File: config.mk
export PLATFORM = sky130hd
export DESIGN_NAME = codec_cfg_regs
export DESIGN_NICKNAME = d
export VERILOG_FILES = /design/src/include/codec_cfg_pkg.sv /design/src/core/codec_cfg_regs.sv
export SDC_FILE = /design/constraint.sdc
export NUM_CORES = 1
export LEC_CHECK = 0
export BUFFER_PORTS_ARGS = -buffer_cell sky130_fd_sc_hd__buf_2
export CAP_MARGIN = 0
export CORE_MARGIN = 3
export CORE_UTILIZATION = 45
export DETAILED_ROUTE_END_ITERATION = 8
export GPL_TIMING_DRIVEN = 0
export PLACE_DENSITY_LB_ADDON = 0.2
export SLEW_MARGIN = 15
export SYNTH_ARGS = -nofsm -noshare
export SYNTH_HDL_FRONTEND = slang
export SYNTH_SLANG_ARGS = --single-unit
File: constraint.sdc
create_clock -name ref_clk -period 3.04 [get_ports ref_clk]
set_input_delay 0.608 -clock ref_clk [delete_from_list [all_inputs] [get_ports ref_clk]]
set_output_delay 0.608 -clock ref_clk [all_outputs]
set_load 0.005 [all_outputs]
File: src/include/codec_cfg_pkg.sv
// Command codes, field layouts, reset values and carrier types for the codec register bank.
package codec_cfg_pkg;

  localparam int unsigned NUM_CH = 4;

  // Command bytes with the low bit cleared, except the two odd real-time codes; bit 0 set means read.
  localparam logic [7:0] CMD_RX_SLOT   = 8'h42;
  localparam logic [7:0] CMD_CLK_SLOT  = 8'h44;
  localparam logic [7:0] CMD_GLOBAL    = 8'h46;
  localparam logic [7:0] CMD_CH_ENABLE = 8'h4a;
  localparam logic [7:0] CMD_RT_READ   = 8'h4d;
  localparam logic [7:0] CMD_RT_CLEAR  = 8'h4f;
  localparam logic [7:0] CMD_GAIN      = 8'h50;
  localparam logic [7:0] CMD_LINE_IO   = 8'h52;

  localparam logic [7:0] RST_RX_SLOT_BASE = 8'h00;
  localparam logic [7:0] RST_CLK_SLOT     = 8'h00;
  localparam logic [7:0] RST_GLOBAL       = 8'h9a;
  localparam logic [7:0] RST_CH_ENABLE    = 8'h0f;
  localparam logic [7:0] RST_GAIN         = 8'h00;
  localparam logic [7:0] RST_LINE_IO      = 8'h00;

  // Receive slot register fields.
  localparam int unsigned RXS_HWY_BIT = 7;
  // Clock slot register fields.
  localparam int unsigned CS_DUAL_BIT = 7;
  localparam int unsigned CS_EDGE_BIT = 6;
  localparam int unsigned CS_RX_LSB   = 3;
  localparam int unsigned CS_TX_LSB   = 0;
  // Global configuration fields.
  localparam int unsigned GC_IRQ_BIT  = 7;
  localparam int unsigned GC_CHP_BIT  = 6;
  localparam int unsigned GC_SIG_BIT  = 5;
  localparam int unsigned GC_SRC_BIT  = 4;
  // Channel enable and mode fields.
  localparam int unsigned CE_RBE_BIT  = 6;
  localparam int unsigned CE_VM_BIT   = 5;
  localparam int unsigned CE_LPM_BIT  = 4;
  // Gain register fields.
  localparam int unsigned AG_TX_BIT   = 6;
  localparam int unsigned AG_RX_BIT   = 5;
  localparam logic [4:0] IMPEDANCE_SCALE_COEFF_LOOPBACK = 5'h10;
  localparam logic [4:0] IMPEDANCE_SCALE_COEFF_CUTOFF   = 5'h00;
  localparam logic [5:0] IMPEDANCE_SCALE_COEFF_OFFSET   = 6'h10;
  // Line I/O fields.
  localparam int unsigned LIO_MUXB_BIT = 5;

  // Chopper divider terminal counts and high-phase length, in 2048 kHz ticks.
  localparam logic [2:0] CHOP_LAST_DIV8 = 3'h7;
  localparam logic [2:0] CHOP_LAST_DIV7 = 3'h6;
  localparam logic [2:0] CHOP_HIGH_LEN  = 3'h4;

  // Master clock base rates in kHz.
  localparam logic [13:0] FREQ_1536 = 14'h0600;
  localparam logic [13:0] FREQ_1544 = 14'h0608;
  localparam logic [13:0] FREQ_2048 = 14'h0800;

  typedef enum logic [1:0] {
    ST_CMD  = 2'b01,
    ST_DATA = 2'b10
  } port_state_t;

  typedef struct packed {
    port_state_t           state;
    logic [7:0]            cmd;
    logic [3:0]            wr_mask;
    logic [3:0][7:0]       rx_slot;
    logic [7:0]            clk_slot;
    logic [7:0]            global_cfg;
    logic [7:0]            ch_enable;
    logic [3:0][7:0]       gain;
    logic [3:0][7:0]       line_io;
    logic                  irq_pending;
    logic [7:0]            rdata;
    logic                  rvalid;
    logic [2:0]            chop_cnt;
    logic                  chop_clk;
  } bank_state_t;

  typedef struct packed {
    logic                  use_pclk;
    logic                  e1_allowed;
    logic [13:0]           freq_khz;
    logic                  freq_reserved;
  } clock_cfg_t;

endpackage

File: src/core/codec_cfg_regs.sv
// Command-addressed configuration register bank of a four-channel voice codec.
`timescale 1ns/100ps
module codec_cfg_regs #(
  parameter int unsigned CHANNELS = 4
) (
  input  wire logic                 ref_clk,
  input  wire logic                 rst,
  input  wire logic                 host_strobe,
  input  wire logic [7:0]           host_wdata,
  output logic [7:0]                host_rdata,
  output logic                      host_rvalid,
  input  wire logic [3:0]           debounced_input_a,
  input  wire logic [3:0]           input_b,
  input  wire logic                 rt_change,
  input  wire logic [3:0]           chan_active,
  input  wire logic                 mu_law_select,
  input  wire logic                 e1_mux_enable,
  input  wire logic [3:0]           tx_highway_select,
  input  wire logic [3:0][4:0]      line_io_dir,
  input  wire logic                 clk2048_en,
  output logic                      irq_out,
  output logic                      irq_oe,
  output logic                      chopper_clk,
  output logic [3:0][6:0]           rx_time_slot,
  output logic [3:0]                rx_highway_select,
  output logic [3:0]                tx_on_highway_a,
  output logic [3:0]                tx_on_highway_b,
  output logic [2:0]                rx_clock_slot,
  output logic [2:0]                tx_clock_slot,
  output logic                      tx_launch_edge,
  output logic                      pcm_signaling_enable,
  output codec_cfg_pkg::clock_cfg_t clock_cfg,
  output logic                      robbed_bit_active,
  output logic [3:0]                analog_out_hold_ref,
  output logic [3:0]                analog_out_hiz,
  output logic                      low_power_state,
  output logic [3:0]                tx_analog_gain,
  output logic [3:0]                rx_analog_loss,
  output logic [3:0][5:0]           impedance_scale_gain,
  output logic [3:0]                scale_loopback,
  output logic [3:0]                scale_cutoff,
  output logic [3:0][4:0]           line_io_out,
  output logic [3:0][4:0]           line_io_oe,
  output logic [3:0]                muxed_output_b
);

  initial begin
    if (CHANNELS != codec_cfg_pkg::NUM_CH) begin
      $error("codec_cfg_regs serves exactly four channels");
    end
  end

  codec_cfg_pkg::bank_state_t s_r;
  codec_cfg_pkg::bank_state_t s_nxt;

  logic [7:0] cmd_even;
  logic       is_read;
  logic       any_enabled;
  logic [1:0] first_ch;
  logic [3:0] ch_mask;
  logic [7:0] rt_byte;

  assign ch_mask     = s_r.ch_enable[3:0];
  assign any_enabled = |ch_mask;
  assign cmd_even    = {host_wdata[7:1], 1'b0};
  assign is_read     = host_wdata[0];

  // Reads of a per-channel register answer from the lowest enabled channel.
  always_comb begin
    first_ch = 2'd0;
    for (int i = 3; i >= 0; i--) begin
      if (ch_mask[i]) begin
        first_ch = 2'(i);
      end
    end
  end

  // Two bits per channel, channel one in the lowest pair.
  always_comb begin
    for (int i = 0; i < 4; i++) begin
      rt_byte[2*i]   = debounced_input_a[i];
      rt_byte[2*i+1] = input_b[i];
    end
  end

  always_comb begin
    s_nxt        = s_r;
    s_nxt.rvalid = 1'b0;
    // An interrupt event in the clearing cycle keeps the flag set.
    if (rt_change) begin
      s_nxt.irq_pending = 1'b1;
    end
    unique case (s_r.state)
      codec_cfg_pkg::ST_CMD: begin
        if (host_strobe && !is_read) begin
          s_nxt.cmd     = cmd_even;
          s_nxt.wr_mask = 4'h0;
          unique case (cmd_even)
            codec_cfg_pkg::CMD_RX_SLOT,
            codec_cfg_pkg::CMD_GAIN,
            codec_cfg_pkg::CMD_LINE_IO: begin
              s_nxt.wr_mask = ch_mask;
              s_nxt.state   = codec_cfg_pkg::ST_DATA;
            end
            codec_cfg_pkg::CMD_CLK_SLOT: begin
              s_nxt.wr_mask = {3'b000, any_enabled};
              s_nxt.state   = codec_cfg_pkg::ST_DATA;
            end
            codec_cfg_pkg::CMD_GLOBAL,
            codec_cfg_pkg::CMD_CH_ENABLE: begin
              s_nxt.wr_mask = 4'h1;
              s_nxt.state   = codec_cfg_pkg::ST_DATA;
            end
            default: begin
            end
          endcase
        end else if (host_strobe) begin
          unique case (cmd_even)
            codec_cfg_pkg::CMD_RX_SLOT: begin
              s_nxt.rdata  = s_r.rx_slot[first_ch];
              s_nxt.rvalid = any_enabled;
            end
            codec_cfg_pkg::CMD_GAIN: begin
              s_nxt.rdata  = s_r.gain[first_ch];
              s_nxt.rvalid = any_enabled;
            end
            codec_cfg_pkg::CMD_LINE_IO: begin
              s_nxt.rdata  = s_r.line_io[first_ch];
              s_nxt.rvalid = any_enabled;
            end
            codec_cfg_pkg::CMD_CLK_SLOT: begin
              s_nxt.rdata  = s_r.clk_slot;
              s_nxt.rvalid = any_enabled;
            end
            codec_cfg_pkg::CMD_GLOBAL: begin
              s_nxt.rdata  = s_r.global_cfg;
              s_nxt.rvalid = 1'b1;
            end
            codec_cfg_pkg::CMD_CH_ENABLE: begin
              s_nxt.rdata  = s_r.ch_enable;
              s_nxt.rvalid = 1'b1;
            end
            // Both real-time codes are odd, so match them with their read bit cleared.
            codec_cfg_pkg::CMD_RT_READ & 8'hfe,
            codec_cfg_pkg::CMD_RT_CLEAR & 8'hfe: begin
              s_nxt.rdata  = rt_byte;
              s_nxt.rvalid = 1'b1;
              if (host_wdata[1] && !rt_change) begin
                s_nxt.irq_pending = 1'b0;
              end
            end
            default: begin
            end
          endcase
        end
      end
      codec_cfg_pkg::ST_DATA: begin
        if (host_strobe) begin
          s_nxt.state = codec_cfg_pkg::ST_CMD;
          unique case (s_r.cmd)
            codec_cfg_pkg::CMD_CLK_SLOT: begin
              if (s_r.wr_mask[0]) begin
                s_nxt.clk_slot = host_wdata;
              end
            end
            codec_cfg_pkg::CMD_GLOBAL: begin
              s_nxt.global_cfg = host_wdata;
            end
            codec_cfg_pkg::CMD_CH_ENABLE: begin
              s_nxt.ch_enable = host_wdata;
            end
            default: begin
              for (int i = 0; i < 4; i++) begin
                if (s_r.wr_mask[i]) begin
                  if (s_r.cmd == codec_cfg_pkg::CMD_RX_SLOT) begin
                    s_nxt.rx_slot[i] = host_wdata;
                  end
                  if (s_r.cmd == codec_cfg_pkg::CMD_GAIN) begin
                    s_nxt.gain[i] = host_wdata;
                  end
                  if (s_r.cmd == codec_cfg_pkg::CMD_LINE_IO) begin
                    s_nxt.line_io[i] = host_wdata;
                  end
                end
              end
            end
          endcase
        end
      end
      default: begin
        s_nxt.state = codec_cfg_pkg::ST_CMD;
      end
    endcase
    // The chopper runs from the 2048 kHz enable; divide by 8 or by 7.
    if (clk2048_en) begin
      if (s_r.chop_cnt == (s_r.global_cfg[codec_cfg_pkg::GC_CHP_BIT]
                           ? codec_cfg_pkg::CHOP_LAST_DIV7
                           : codec_cfg_pkg::CHOP_LAST_DIV8)) begin
        s_nxt.chop_cnt = 3'h0;
      end else begin
        s_nxt.chop_cnt = s_r.chop_cnt + 3'h1;
      end
      s_nxt.chop_clk = s_nxt.chop_cnt < codec_cfg_pkg::CHOP_HIGH_LEN;
    end
  end

  always_ff @(posedge ref_clk) begin
    if (rst) begin
      s_r.state       <= codec_cfg_pkg::ST_CMD;
      s_r.cmd         <= 8'h00;
      s_r.wr_mask     <= 4'h0;
      for (int i = 0; i < 4; i++) begin
        s_r.rx_slot[i] <= codec_cfg_pkg::RST_RX_SLOT_BASE + 8'(i);
        s_r.gain[i]    <= codec_cfg_pkg::RST_GAIN;
        s_r.line_io[i] <= codec_cfg_pkg::RST_LINE_IO;
      end
      s_r.clk_slot    <= codec_cfg_pkg::RST_CLK_SLOT;
      s_r.global_cfg  <= codec_cfg_pkg::RST_GLOBAL;
      s_r.ch_enable   <= codec_cfg_pkg::RST_CH_ENABLE;
      s_r.irq_pending <= 1'b0;
      s_r.rdata       <= 8'h00;
      s_r.rvalid      <= 1'b0;
      s_r.chop_cnt    <= 3'h0;
      s_r.chop_clk    <= 1'b1;
    end else begin
      s_r <= s_nxt;
    end
  end

  assign host_rdata  = s_r.rdata;
  assign host_rvalid = s_r.rvalid;

  // Interrupt is active low; open-drain mode only pulls while pending.
  always_comb begin
    if (s_r.global_cfg[codec_cfg_pkg::GC_IRQ_BIT]) begin
      irq_out = 1'b0;
      irq_oe  = s_r.irq_pending;
    end else begin
      irq_out = ~s_r.irq_pending;
      irq_oe  = 1'b1;
    end
  end

  assign chopper_clk          = s_r.chop_clk;
  assign rx_clock_slot        = s_r.clk_slot[codec_cfg_pkg::CS_RX_LSB +: 3];
  assign tx_clock_slot        = s_r.clk_slot[codec_cfg_pkg::CS_TX_LSB +: 3];
  assign tx_launch_edge       = s_r.clk_slot[codec_cfg_pkg::CS_EDGE_BIT];
  assign pcm_signaling_enable = s_r.global_cfg[codec_cfg_pkg::GC_SIG_BIT];
  assign robbed_bit_active    = s_r.ch_enable[codec_cfg_pkg::CE_RBE_BIT]
                                & mu_law_select;
  assign low_power_state      = s_r.ch_enable[codec_cfg_pkg::CE_LPM_BIT]
                                & ~(|chan_active);

  // Master clock source and frequency decode.
  always_comb begin
    logic [1:0] base_sel;
    logic [1:0] mult_sel;
    logic [13:0] base;
    base_sel = s_r.global_cfg[1:0];
    mult_sel = s_r.global_cfg[3:2];
    base     = codec_cfg_pkg::FREQ_1536;
    clock_cfg.use_pclk   = s_r.global_cfg[codec_cfg_pkg::GC_SRC_BIT];
    clock_cfg.e1_allowed = s_r.global_cfg[codec_cfg_pkg::GC_SRC_BIT]
                           & e1_mux_enable;
    unique case (base_sel)
      2'b00:   base = codec_cfg_pkg::FREQ_1536;
      2'b01:   base = codec_cfg_pkg::FREQ_1544;
      2'b10:   base = codec_cfg_pkg::FREQ_2048;
      default: base = 14'h0000;
    endcase
    clock_cfg.freq_khz      = (base << mult_sel);
    clock_cfg.freq_reserved = (base_sel == 2'b11) | (mult_sel == 2'b11);
    if (clock_cfg.freq_reserved) begin
      clock_cfg.freq_khz = 14'h0000;
    end
  end

  // Per-channel decode of the stored settings.
  for (genvar c = 0; c < 4; c++) begin : g_ch
    logic       dual;
    logic [4:0] impedance_scale_coeff;
    assign dual = s_r.clk_slot[codec_cfg_pkg::CS_DUAL_BIT];
    assign impedance_scale_coeff = s_r.gain[c][4:0];
    assign rx_time_slot[c]      = s_r.rx_slot[c][6:0];
    assign rx_highway_select[c] = s_r.rx_slot[c][codec_cfg_pkg::RXS_HWY_BIT];
    assign tx_on_highway_a[c]   = dual | ~tx_highway_select[c];
    assign tx_on_highway_b[c]   = dual | tx_highway_select[c];
    assign analog_out_hold_ref[c] = ~chan_active[c]
                                    & ~s_r.ch_enable[codec_cfg_pkg::CE_VM_BIT];
    assign analog_out_hiz[c]    = ~chan_active[c]
                                  & s_r.ch_enable[codec_cfg_pkg::CE_VM_BIT];
    assign tx_analog_gain[c]    = s_r.gain[c][codec_cfg_pkg::AG_TX_BIT];
    assign rx_analog_loss[c]    = s_r.gain[c][codec_cfg_pkg::AG_RX_BIT];
    // Gain in sixteenths, two's complement.
    assign impedance_scale_gain[c] = {1'b0, impedance_scale_coeff} - codec_cfg_pkg::IMPEDANCE_SCALE_COEFF_OFFSET;
    assign scale_loopback[c]    = impedance_scale_coeff == codec_cfg_pkg::IMPEDANCE_SCALE_COEFF_LOOPBACK;
    assign scale_cutoff[c]      = impedance_scale_coeff == codec_cfg_pkg::IMPEDANCE_SCALE_COEFF_CUTOFF;
    assign line_io_out[c]       = s_r.line_io[c][4:0] & line_io_dir[c];
    assign line_io_oe[c]        = line_io_dir[c];
    assign muxed_output_b[c]    = s_r.line_io[c][codec_cfg_pkg::LIO_MUXB_BIT]
                                  & clock_cfg.e1_allowed;
  end

endmodule

# Word level (Yosys, flattened, before mapping)
# Index checks and enable logic that the tools add are counted.
# totals
elab_cells	167
reg_bits	147
in_bits	51
out_inout_bits	171
# classes
mux	29
shift	1
n_eq_ne	28
order_cmp	2
addsub	5
n_reduce_logical	36
n_bitwise	43
# op_table
op	count
equality test 7 x 6 -> 1 bit, second input constant	14
one-hot mux 9 bit (7 select lines)	1
AND reduction 5 bit	12
binary-select mux 8 bit (select 2 bit)	3
one-hot mux 12 bit (3 select lines)	1
two-way mux 10 bit	3
two-way mux 14 bit	2
two-way mux 8 bit	3
subtractor 5 x 5 -> 6 bit, second input constant	4
AND 5 bit	4
equality test 5 bit, second input constant	4
logical NOT 5 bit	4
AND 1 bit	15
NOT 1 bit	15
left shift 14 x 2 -> 14 bit	1
two-way mux 2 bit	6
one-hot mux 4 bit (3 select lines)	1
OR reduction 4 bit	3
bitwise OR 1 bit	9
AND reduction 3 bit	3
equality test 2 bit, second input constant	4
AND reduction 4 bit	2
nonzero test 7 bit	1
two-way mux 1 bit	6
15 further kinds	23

# Depth between registers and ports, before layout
# Gate-level depths: netlist of the first run.
# depth
depth_word	10
depth_mapped	7
ltp_nobuf	5

# Least setup slack after synthesis of the first run
# OpenSTA, ideal clock, no wires.
# synth_timing
kind	input-to-reg
startpoint	input port host_wdata[5]
endpoint	register s_r, in the netlist host_rdata[0]
arrival_ns	1.989
path_buffers	1
t_required_ns	2.954
setup_time_ns	0.086
cell_stages	6
slack_ns	0.965
path_cell_list	buf_2 > or3b_1 > nor3_2 > nand3_2 > o221a_2 > a211oi_1
# synth_between
elab_chain_cells	4
word_cells_on_any_way	12
cone_classes	eq/ne: 8; mux: 1; reduce/logical: 3
# synth_rtl
item	line_no	text
from (decl)	codec_cfg_regs.sv:9	input wire logic [7:0] host_wdata,
equality test 7 x 6 -> 1 bit	codec_cfg_regs.sv:118	unique case (cmd_even)
OR reduction 2 bit	codec_cfg_regs.sv:118	
nonzero test 7 bit (no line)	--	
AND reduction 4 bit (no line)	--	
to (signal assigned)	codec_cfg_regs.sv:226	s_r <= s_nxt;
to (decl)	codec_cfg_regs.sv:53	codec_cfg_pkg::bank_state_t s_r;
# Several ways; a longest one is shown, not always the timed one.
# A chain may end at the register's enable or synchronous reset.

# Worst setup path after layout of the first run
# layout_timing
startpoint	register s_r, in the netlist ch_mask[1]
endpoint	register s_r, in the netlist host_rdata[1]
# layout_between
elab_chain_cells	5
word_cells_on_any_way	9
cone_classes	mux: 9
# layout_rtl
item	line_no	text
two-way mux 2 bit (2 in a row)	codec_cfg_regs.sv:72	if (ch_mask[i]) begin
binary-select mux 8 bit (select 2 bit), on equally long branches	codec_cfg_regs.sv:128, codec_cfg_regs.sv:120, codec_cfg_regs.sv:124	
two-way mux 8 bit, on equally long branches	codec_cfg_regs.sv:128, codec_cfg_regs.sv:120, codec_cfg_regs.sv:124	
one-hot mux 9 bit (7 select lines) *	codec_cfg_regs.sv:118	
# Mark *: on every way between the ends. The rest lies on a longest branch, timed or not. The select of a mux whose other input is x is not followed.

==> results of run 1 <==
==> kinds of logic after synthesis <==
group / share of synthesized area
AND/OR/NAND/NOR: 0.251
adder cells (fa/ha/maj): 0.00157
other: 0.000472
buffers and inverters: 0.155
multiplexers: 0.0214
XOR/XNOR: 0.00221
flip-flops: 0.370
AO/OA/AOI/OAI: 0.198
==> cells in the mapped netlist, types with 2 or more instances <==
| cell type | n |
|---|---|
| a211o_1 | 11 |
| a211oi_1 | 7 |
| a21o_1 | 2 |
| a21oi_1 | 136 |
| a221o_1 | 32 |
| a221oi_1 | 12 |
| a22o_1 | 3 |
| a22oi_1 | 3 |
| a32o_1 | 6 |
| and2_1 | 24 |
| and3_1 | 5 |
| buf_1 | 5 |
| buf_2 | 16 |
| buf_4 | 103 |
| clkbuf_1 | 67 |
| dfxtp_1 | 147 |
| inv_1 | 28 |
| mux2i_1 | 17 |
| nand2_1 | 142 |
| nand2b_1 | 10 |
| nand3_1 | 112 |
| nand3b_1 | 11 |
| nor2_1 | 48 |
| nor2b_1 | 15 |
| nor3_1 | 5 |
| nor3_2 | 2 |
| nor3b_1 | 3 |
| nor4_2 | 2 |
| nor4b_1 | 2 |
| o21ai_0 | 7 |
| o221a_2 | 6 |
| o31ai_1 | 2 |
| or2_2 | 7 |
| or3_1 | 2 |
| or3b_1 | 2 |
| or4_1 | 4 |
==> state kept, by name, indices dropped and copies added (netlist names) <==
| register | count |
|---|---|
| pcm_signaling_enable | 1 |
| s_r | 63 |
| rx_analog_loss | 4 |
| rx_highway_select | 4 |
| host_rvalid | 1 |
| tx_analog_gain | 4 |
| rx_clock_slot | 3 |
| tx_launch_edge | 1 |
| host_rdata | 8 |
| g_ch.impedance_scale_coeff | 20 |
| ch_mask | 4 |
| tx_clock_slot | 3 |
| g_ch.dual | 1 |
| rx_time_slot | 28 |
| chopper_clk | 1 |
| clock_cfg | 1 |
==> routing by layer <==
metal / global-route usage / wire [microns]
met3: 0.0576 / 2930
met2: 0.458 / 13000
met5: 0 / 0
met1: 0.377 / 11300
met4: 0.133 / 1240
==> critical path, cell delays in order, from the launching register on <==
cell and delay, ns:
dfxtp_1 0.36, clkbuf_1 0.50, clkbuf_1 0.64, a221oi_1 0.28
o221a_2 0.35, a211oi_1 0.22
==> stage by stage <==
| step | cells | util |
|---|---|---|
| after global placement | 1459 | 0.548 |
| after global routing | 1488 | 0.579 |
| after detailed placement | 1459 | 0.548 |
| after CTS | 1488 | 0.579 |
| final | 1488 | 0.579 |
| after floorplan | 1032 | - |
==> final timing paths <==
kind / slack (ns) / endpoint / depth (start not counted) / startpoint
setup / recovery: 0.59 / host_rdata[1] / 5 / ch_mask[1]
setup reg to reg: 0.59 / host_rdata[1] / 5 / ch_mask[1]
hold / removal: 0.41 / chopper_clk / 3 / clk2048_en
hold reg to reg: 0.46 / s_r[45] / 2 / s_r[45]
==> final cells by class <==
cell class / count / area share
Sequential cell: 147 / 0.300
Clock inverter: 6 / 0.00587
Clock buffer: 23 / 0.0477
Inverter: 28 / 0.0107
Buffer: 191 / 0.115
Timing Repair Buffer: 207 / 0.106
Multi-Input combinational cell: 666 / 0.387
Tap cell: 220 / 0.0281
==> power groups by stage <==
stage	registers, W	clock network [W]	logic, W
3_5_place_dp	0.00199	0	0.000294
4_1_cts	0.00194	0.00194	0.000295
6_report	0.00194	0.00195	0.000303
2_1_floorplan	0.00198	0	0.000162
3_3_place_gp	0.00199	0	0.000292
5_1_grt	0.00195	0.00204	0.000321
==> out/results.ini, run 1 <==
[run_status]
status=finished clean

[pwr]
leakagePower_nw=4.16
power.share.switching=0.239
power.density_mw_per_mm2=428
p_clk_frac=0.464
combPwrFrac=0.072
p_total_w=0.00420
p_sw_w=0.00100
max-vdd-ir-drop_mv=0.421
p_int_w=0.00319
pwr-share-seq=0.463

[run]
maxCapViolCount=0

[critical_path]
arrival_ns=2.80
required_ns=3.39
worst_setup_path_start_kind=flop
critical_path.max_fanout=10
cp-end-kind=flop
path_class=flop to flop

[synth]
yosysWarningCount=0
yosysSeqAreaShare=0.370
async_reset_ff_frac=0
ys_types=57
synth.avg_cell_area_sq_um=7.74
synthesis.area_sq_mm=0.00795
synthFlopType=dfxtp_1
synth_edf_count=0
synth_area_leaders=dfxtp_1 37%, buf_4 9.7%, a21oi_1 8.6%
synth_top_area_cell=dfxtp_1
synth_top_cell_area_share=0.370
syn-instance-count=1027
yosys_register_bits=147

[global_route]
gr-total-overflow=0
antenna_found_initial=0
grt_pass1_wl_mm=43.7
grt_pass1_vias=7781
grt_start_max_net_pins=17
grt_use_total=0.288

[sta]
worst_slack_ns=0.593
hold_viol=0
whs_ns=0.408
setup-tns-final_ns=0
fin_worst_skew_ns=0.00912
rsz0062_at_grt=false
tightest_slew_ns=0.910
fin_crit_sh=0.805
final-setup-viol-count=0
post-route-min-period_ns=2.45
slew_headroom=0.393
fmax_ghz=0.409
drv_slew=0

[floorplan]
initial_core_util=0.469
rows=47
dieWidth_microns=139
dieArea_sq_mm=0.0193
die-height_microns=139
num_io_pins=222
core_area_sq_mm=0.0169

[clocking]
cts_resized=0
cts_buffer_depth=2
cts_hold_buf=0
cts_sinks=147
post_cts_buffers=0
clk_latency_ns=0.44
path_clk_slew_ns=0.06
cts_root_buf=clkbuf_16
cts_max_level=4
numCtsBuffers=17
tritoncts=yes

[final_layout]
area_growth_syn_to_layout_pct=23.4
design_area_sq_mm=0.00980
final_cell_mix=223 x buf_2, 147 x dfxtp_1, 142 x nand2_1, 136 x a21oi_1, 112 x nand3_1
multi_input_area_sq_mm=0.00379
drive_gt1_frac=0.294
regArea_sq_mm=0.00294
antenna_cells=0
fill_cells=1682
final_nets=1310
layout_commonest_cell=buf_2

[detailed_routing]
via_count=8426
drc=0
first_pass_iters=6
routed_via_density=5.66
drt-total-wl_mm=28.5
drt_iter0_drc=1085
wire_per_inst_microns=19.1
ant_nets=0

[placement]
postPlaceCellArea_sq_mm=0.00928
gp_congestion=0.978
port_buffers=207
hpwl_mm=20.6
dp_worst_setup_slack_ns=0.434

[worst_hold_path]
hp-class=input pin to flop

No activity file was read; power rests on OpenSTA's default activity.
==> run 2: changes to the inputs <==
- ABC_AREA: not set -> 1
- clock period: 3.04 -> 2 ns (I/O delays scaled with it)
==> run 2 against run 1 <==
Via count grew 4.5%. Critical path depth grew 6. Sequential power grew 53%. First-iteration DRC count shrank 5.9%. Power grew 60%. Cell area grew 5.5%. Flip-flop and latch count is the same. Global-route usage shrank 0.84 points. Clock-buffer cell count shrank 6. Utilization shrank 0.73 points.
==> out/results.ini, run 2 <==
[final_layout]
largest_reg_flops=63  ; unchanged
regMostFlops=s_r
area_growth_syn_to_layout_pct=23.7
final_cell_count_no_fill=1692  ; +14%
fin_util=0.571  ; -0.00725
final_cell_mix=222 x buf_2, 209 x nand2_1, 154 x inv_1, 145 x dfxtp_1, 120 x a21oi_1
antenna_cells=0  ; unchanged
drive_gt1_frac=0.308  ; +0.0134
final_nets=1502  ; +15%
layout_commonest_cell=buf_2

[sta]
final-setup-viol-count=0  ; unchanged
slew_headroom=0.266  ; -0.127
hold_viol=0  ; unchanged
tightest_slew_ns=1.10  ; +0.191 ns
fin_crit_sh=0.961  ; +0.156
fin_worst_skew_ns=0.00757  ; -0.00155 ns
post-route-min-period_ns=1.92  ; -0.525 ns
rsz0062_at_grt=false
fmax_ghz=0.520  ; +27%
drv_slew=0  ; unchanged

[clocking]
cts_sinks=147  ; unchanged
path_clk_slew_ns=0.07  ; about the same
cts_root_buf=clkbuf_16
tritoncts=yes
post_cts_buffers=0  ; unchanged
clk_latency_ns=0.44  ; about the same
cts_max_level=4  ; unchanged
cts_resized=0  ; unchanged
cts_hold_buf=0  ; unchanged
cts_buffer_depth=2  ; unchanged
numCtsBuffers=17  ; unchanged

[synth]
yosysMostFrequentCell=nand2_1
synthFlopType=dfxtp_1
yosysWarningCount=0  ; unchanged
synth_top_cell_area_share=0.352  ; -0.0181
ys_types=40  ; -30%
synth_edf_count=0  ; unchanged
synth_top_area_cell=dfxtp_1
syn-instance-count=1213  ; +18%
yosysSeqAreaShare=0.352  ; -0.0181
yosys_register_bits=147  ; unchanged
synth_area_leaders=dfxtp_1 35%, buf_4 11%, nand2_1 9.4%
async_reset_ff_frac=0  ; unchanged
synthTopCellsByCount=209 x nand2_1, 154 x inv_1, 147 x dfxtp_1
synthesis.area_sq_mm=0.00835  ; +5.1%
synth.avg_cell_area_sq_um=6.89  ; -11%

[critical_path]
r2r-start=ch_mask[1]
cp-end-kind=flop
regToRegEndpoint=host_rdata[2]
r2r_slack_ns=0.08  ; -0.51 ns
worst_setup_path_start_kind=flop
critical_path.max_fanout=10  ; unchanged
rr_worst_depth=11  ; +6
arrival_ns=2.25  ; -0.55 ns
crit_path_start=ch_mask[1]
path_class=flop to flop
required_ns=2.33  ; -1.06 ns

[detailed_routing]
wire_per_inst_microns=17.1  ; -11%
drt-total-wl_mm=29.0  ; +1.7%
drt_iter0_drc=1021  ; -5.9%
first_pass_iters=6  ; unchanged
routed_via_density=5.20  ; -8.1%
via_count=8805  ; +4.5%
ant_nets=0  ; unchanged
met1_length_mm=12.6  ; +12%
dr_wl_met2_mm=12.5  ; -4.0%
met3_length_mm=2.90  ; -0.96%
drc=0  ; unchanged
maxUsedRoutingLayer=met4

[run]
maxCapViolCount=0  ; unchanged

[worst_hold_path]
min_to=s_r[13]
hold_start=rt_change
min_path_cells=3  ; unchanged
hp-class=input pin to flop

[floorplan]
core_area_sq_mm=0.0181  ; +6.8%
initial_core_util=0.462  ; -0.00720
num_io_pins=222  ; unchanged
dieArea_sq_mm=0.0202  ; +4.9%
rows=49  ; +4.3%
die-height_microns=142  ; +2.4%
dieWidth_microns=142  ; +2.4%

[pwr]
power.share.switching=0.258  ; +0.0195
power.density_mw_per_mm2=649  ; +52%
combPwrFrac=0.068  ; -0.004
p_sw_w=0.00173  ; +73%
max-vdd-ir-drop_mv=0.674  ; +60%
pwr-share-seq=0.442  ; -0.021
leakagePower_nw=5.39  ; +29%
p_clk_frac=0.490  ; +0.026
p_int_w=0.00498  ; +56%

[global_route]
antenna_found_initial=0  ; unchanged
grt_use_total=0.279  ; -0.00842
gr-total-overflow=0  ; unchanged
grt_pass1_wl_mm=43.6  ; -0.28%
grt_pass1_vias=7819  ; +0.49%
grt_start_max_net_pins=17  ; unchanged

[run_status]
status=finished clean

[placement]
port_buffers=213  ; +2.9%
gp_congestion=0.956  ; -2.3%
placed_cells=1660  ; +14%
hpwl_mm=21.6  ; +4.8%

-- run 2: cell types whose count changed in the layout (fill, tap and decap cells not counted), sizes merged, moves of 12 or more --
cell	previous run	this run
nand4	1	14
nor2	49	83
clkbuf	90	48
inv	28	181
a221o	32	0
o21ai	7	117
mux2i	17	0
a221oi	12	0
nand2	143	217
buf	331	348
nor2b	15	0
and2	24	0
-- run 2: worst max-delay path, cell delays in order, from the launching register on --
cell and delay (ns):
dfxtp_1 0.44, inv_2 0.06, nand2_1 0.15, buf_4 0.20, clkbuf_4 0.24, nand3_1 0.10, nand3_1 0.15, nand2_1 0.08
nand2_1 0.08, nand2_1 0.07, nor2_1 0.15, a21oi_1 0.08
-- run 2: final cells by class --
type                       count  area (sq um)
multi-input combinational    731          3640
inverter                     174           653
fill                        1770          7750
clock inverter                15           171
clock buffer                  17           425
tap                          229           287
sequential                   147          2950
timing repair buffer         213          1070
buffer                       166          1150
-- run 2: worst max-delay path by stage --
stage                    endpoint  slack, ns
finish              host_rdata[2]       0.08
global route        host_rdata[3]       0.02
CTS                 host_rdata[3]       0.07
detailed placement    host_rvalid      -0.15
global placement      host_rvalid      -0.20
floorplan           host_rdata[0]       0.48
-- run 2: per-stage QoR --
stage | hold slack, ns | worst slack (ns) | cell area, sq um | power, W | setup TNS (ns)
global route | 0.202 | 0.0158 | 10300 | 0.00687 | 0
CTS | 0.196 | 0.0714 | 10300 | 0.00671 | 0
finish | 0.193 | 0.0779 | 10300 | 0.00671 | 0
global placement | 0.457 | -0.196 | 9730 | 0.00347 | -2.24
detailed placement | 0.452 | -0.150 | 9730 | 0.00348 | -2.16
floorplan | 0.433 | 0.480 | 8370 | 0.00327 | 0
-- run 2: power groups by stage --
| stage | registers [W] | logic, W | clock network (W) |
|---|---|---|---|
| after floorplan | 0.00303 | 0.000238 | 0 |
| after global placement | 0.00303 | 0.000442 | 0 |
| after detailed placement | 0.00303 | 0.000446 | 0 |
| after CTS | 0.00297 | 0.000447 | 0.00330 |
| after global routing | 0.00297 | 0.000488 | 0.00342 |
| final | 0.00297 | 0.000457 | 0.00329 |
-- run 2: layer usage --
layer,global-route usage,vias up
met1,0.394,3985
li1,-,4285
met5,0,-
met2,0.420,470
met3,0.0541,65
met4,0.113,0
-- run 2: kinds of logic after synthesis --
kind of cell	count (synthesis)	synth area share
AO/OA/AOI/OAI	270	0.177
XOR/XNOR	1	0.00105
adder cells (fa/ha/maj)	1	0.00150
buffers and inverters	340	0.215
flip-flops	147	0.352
other	1	0.000449
AND/OR/NAND/NOR	453	0.253
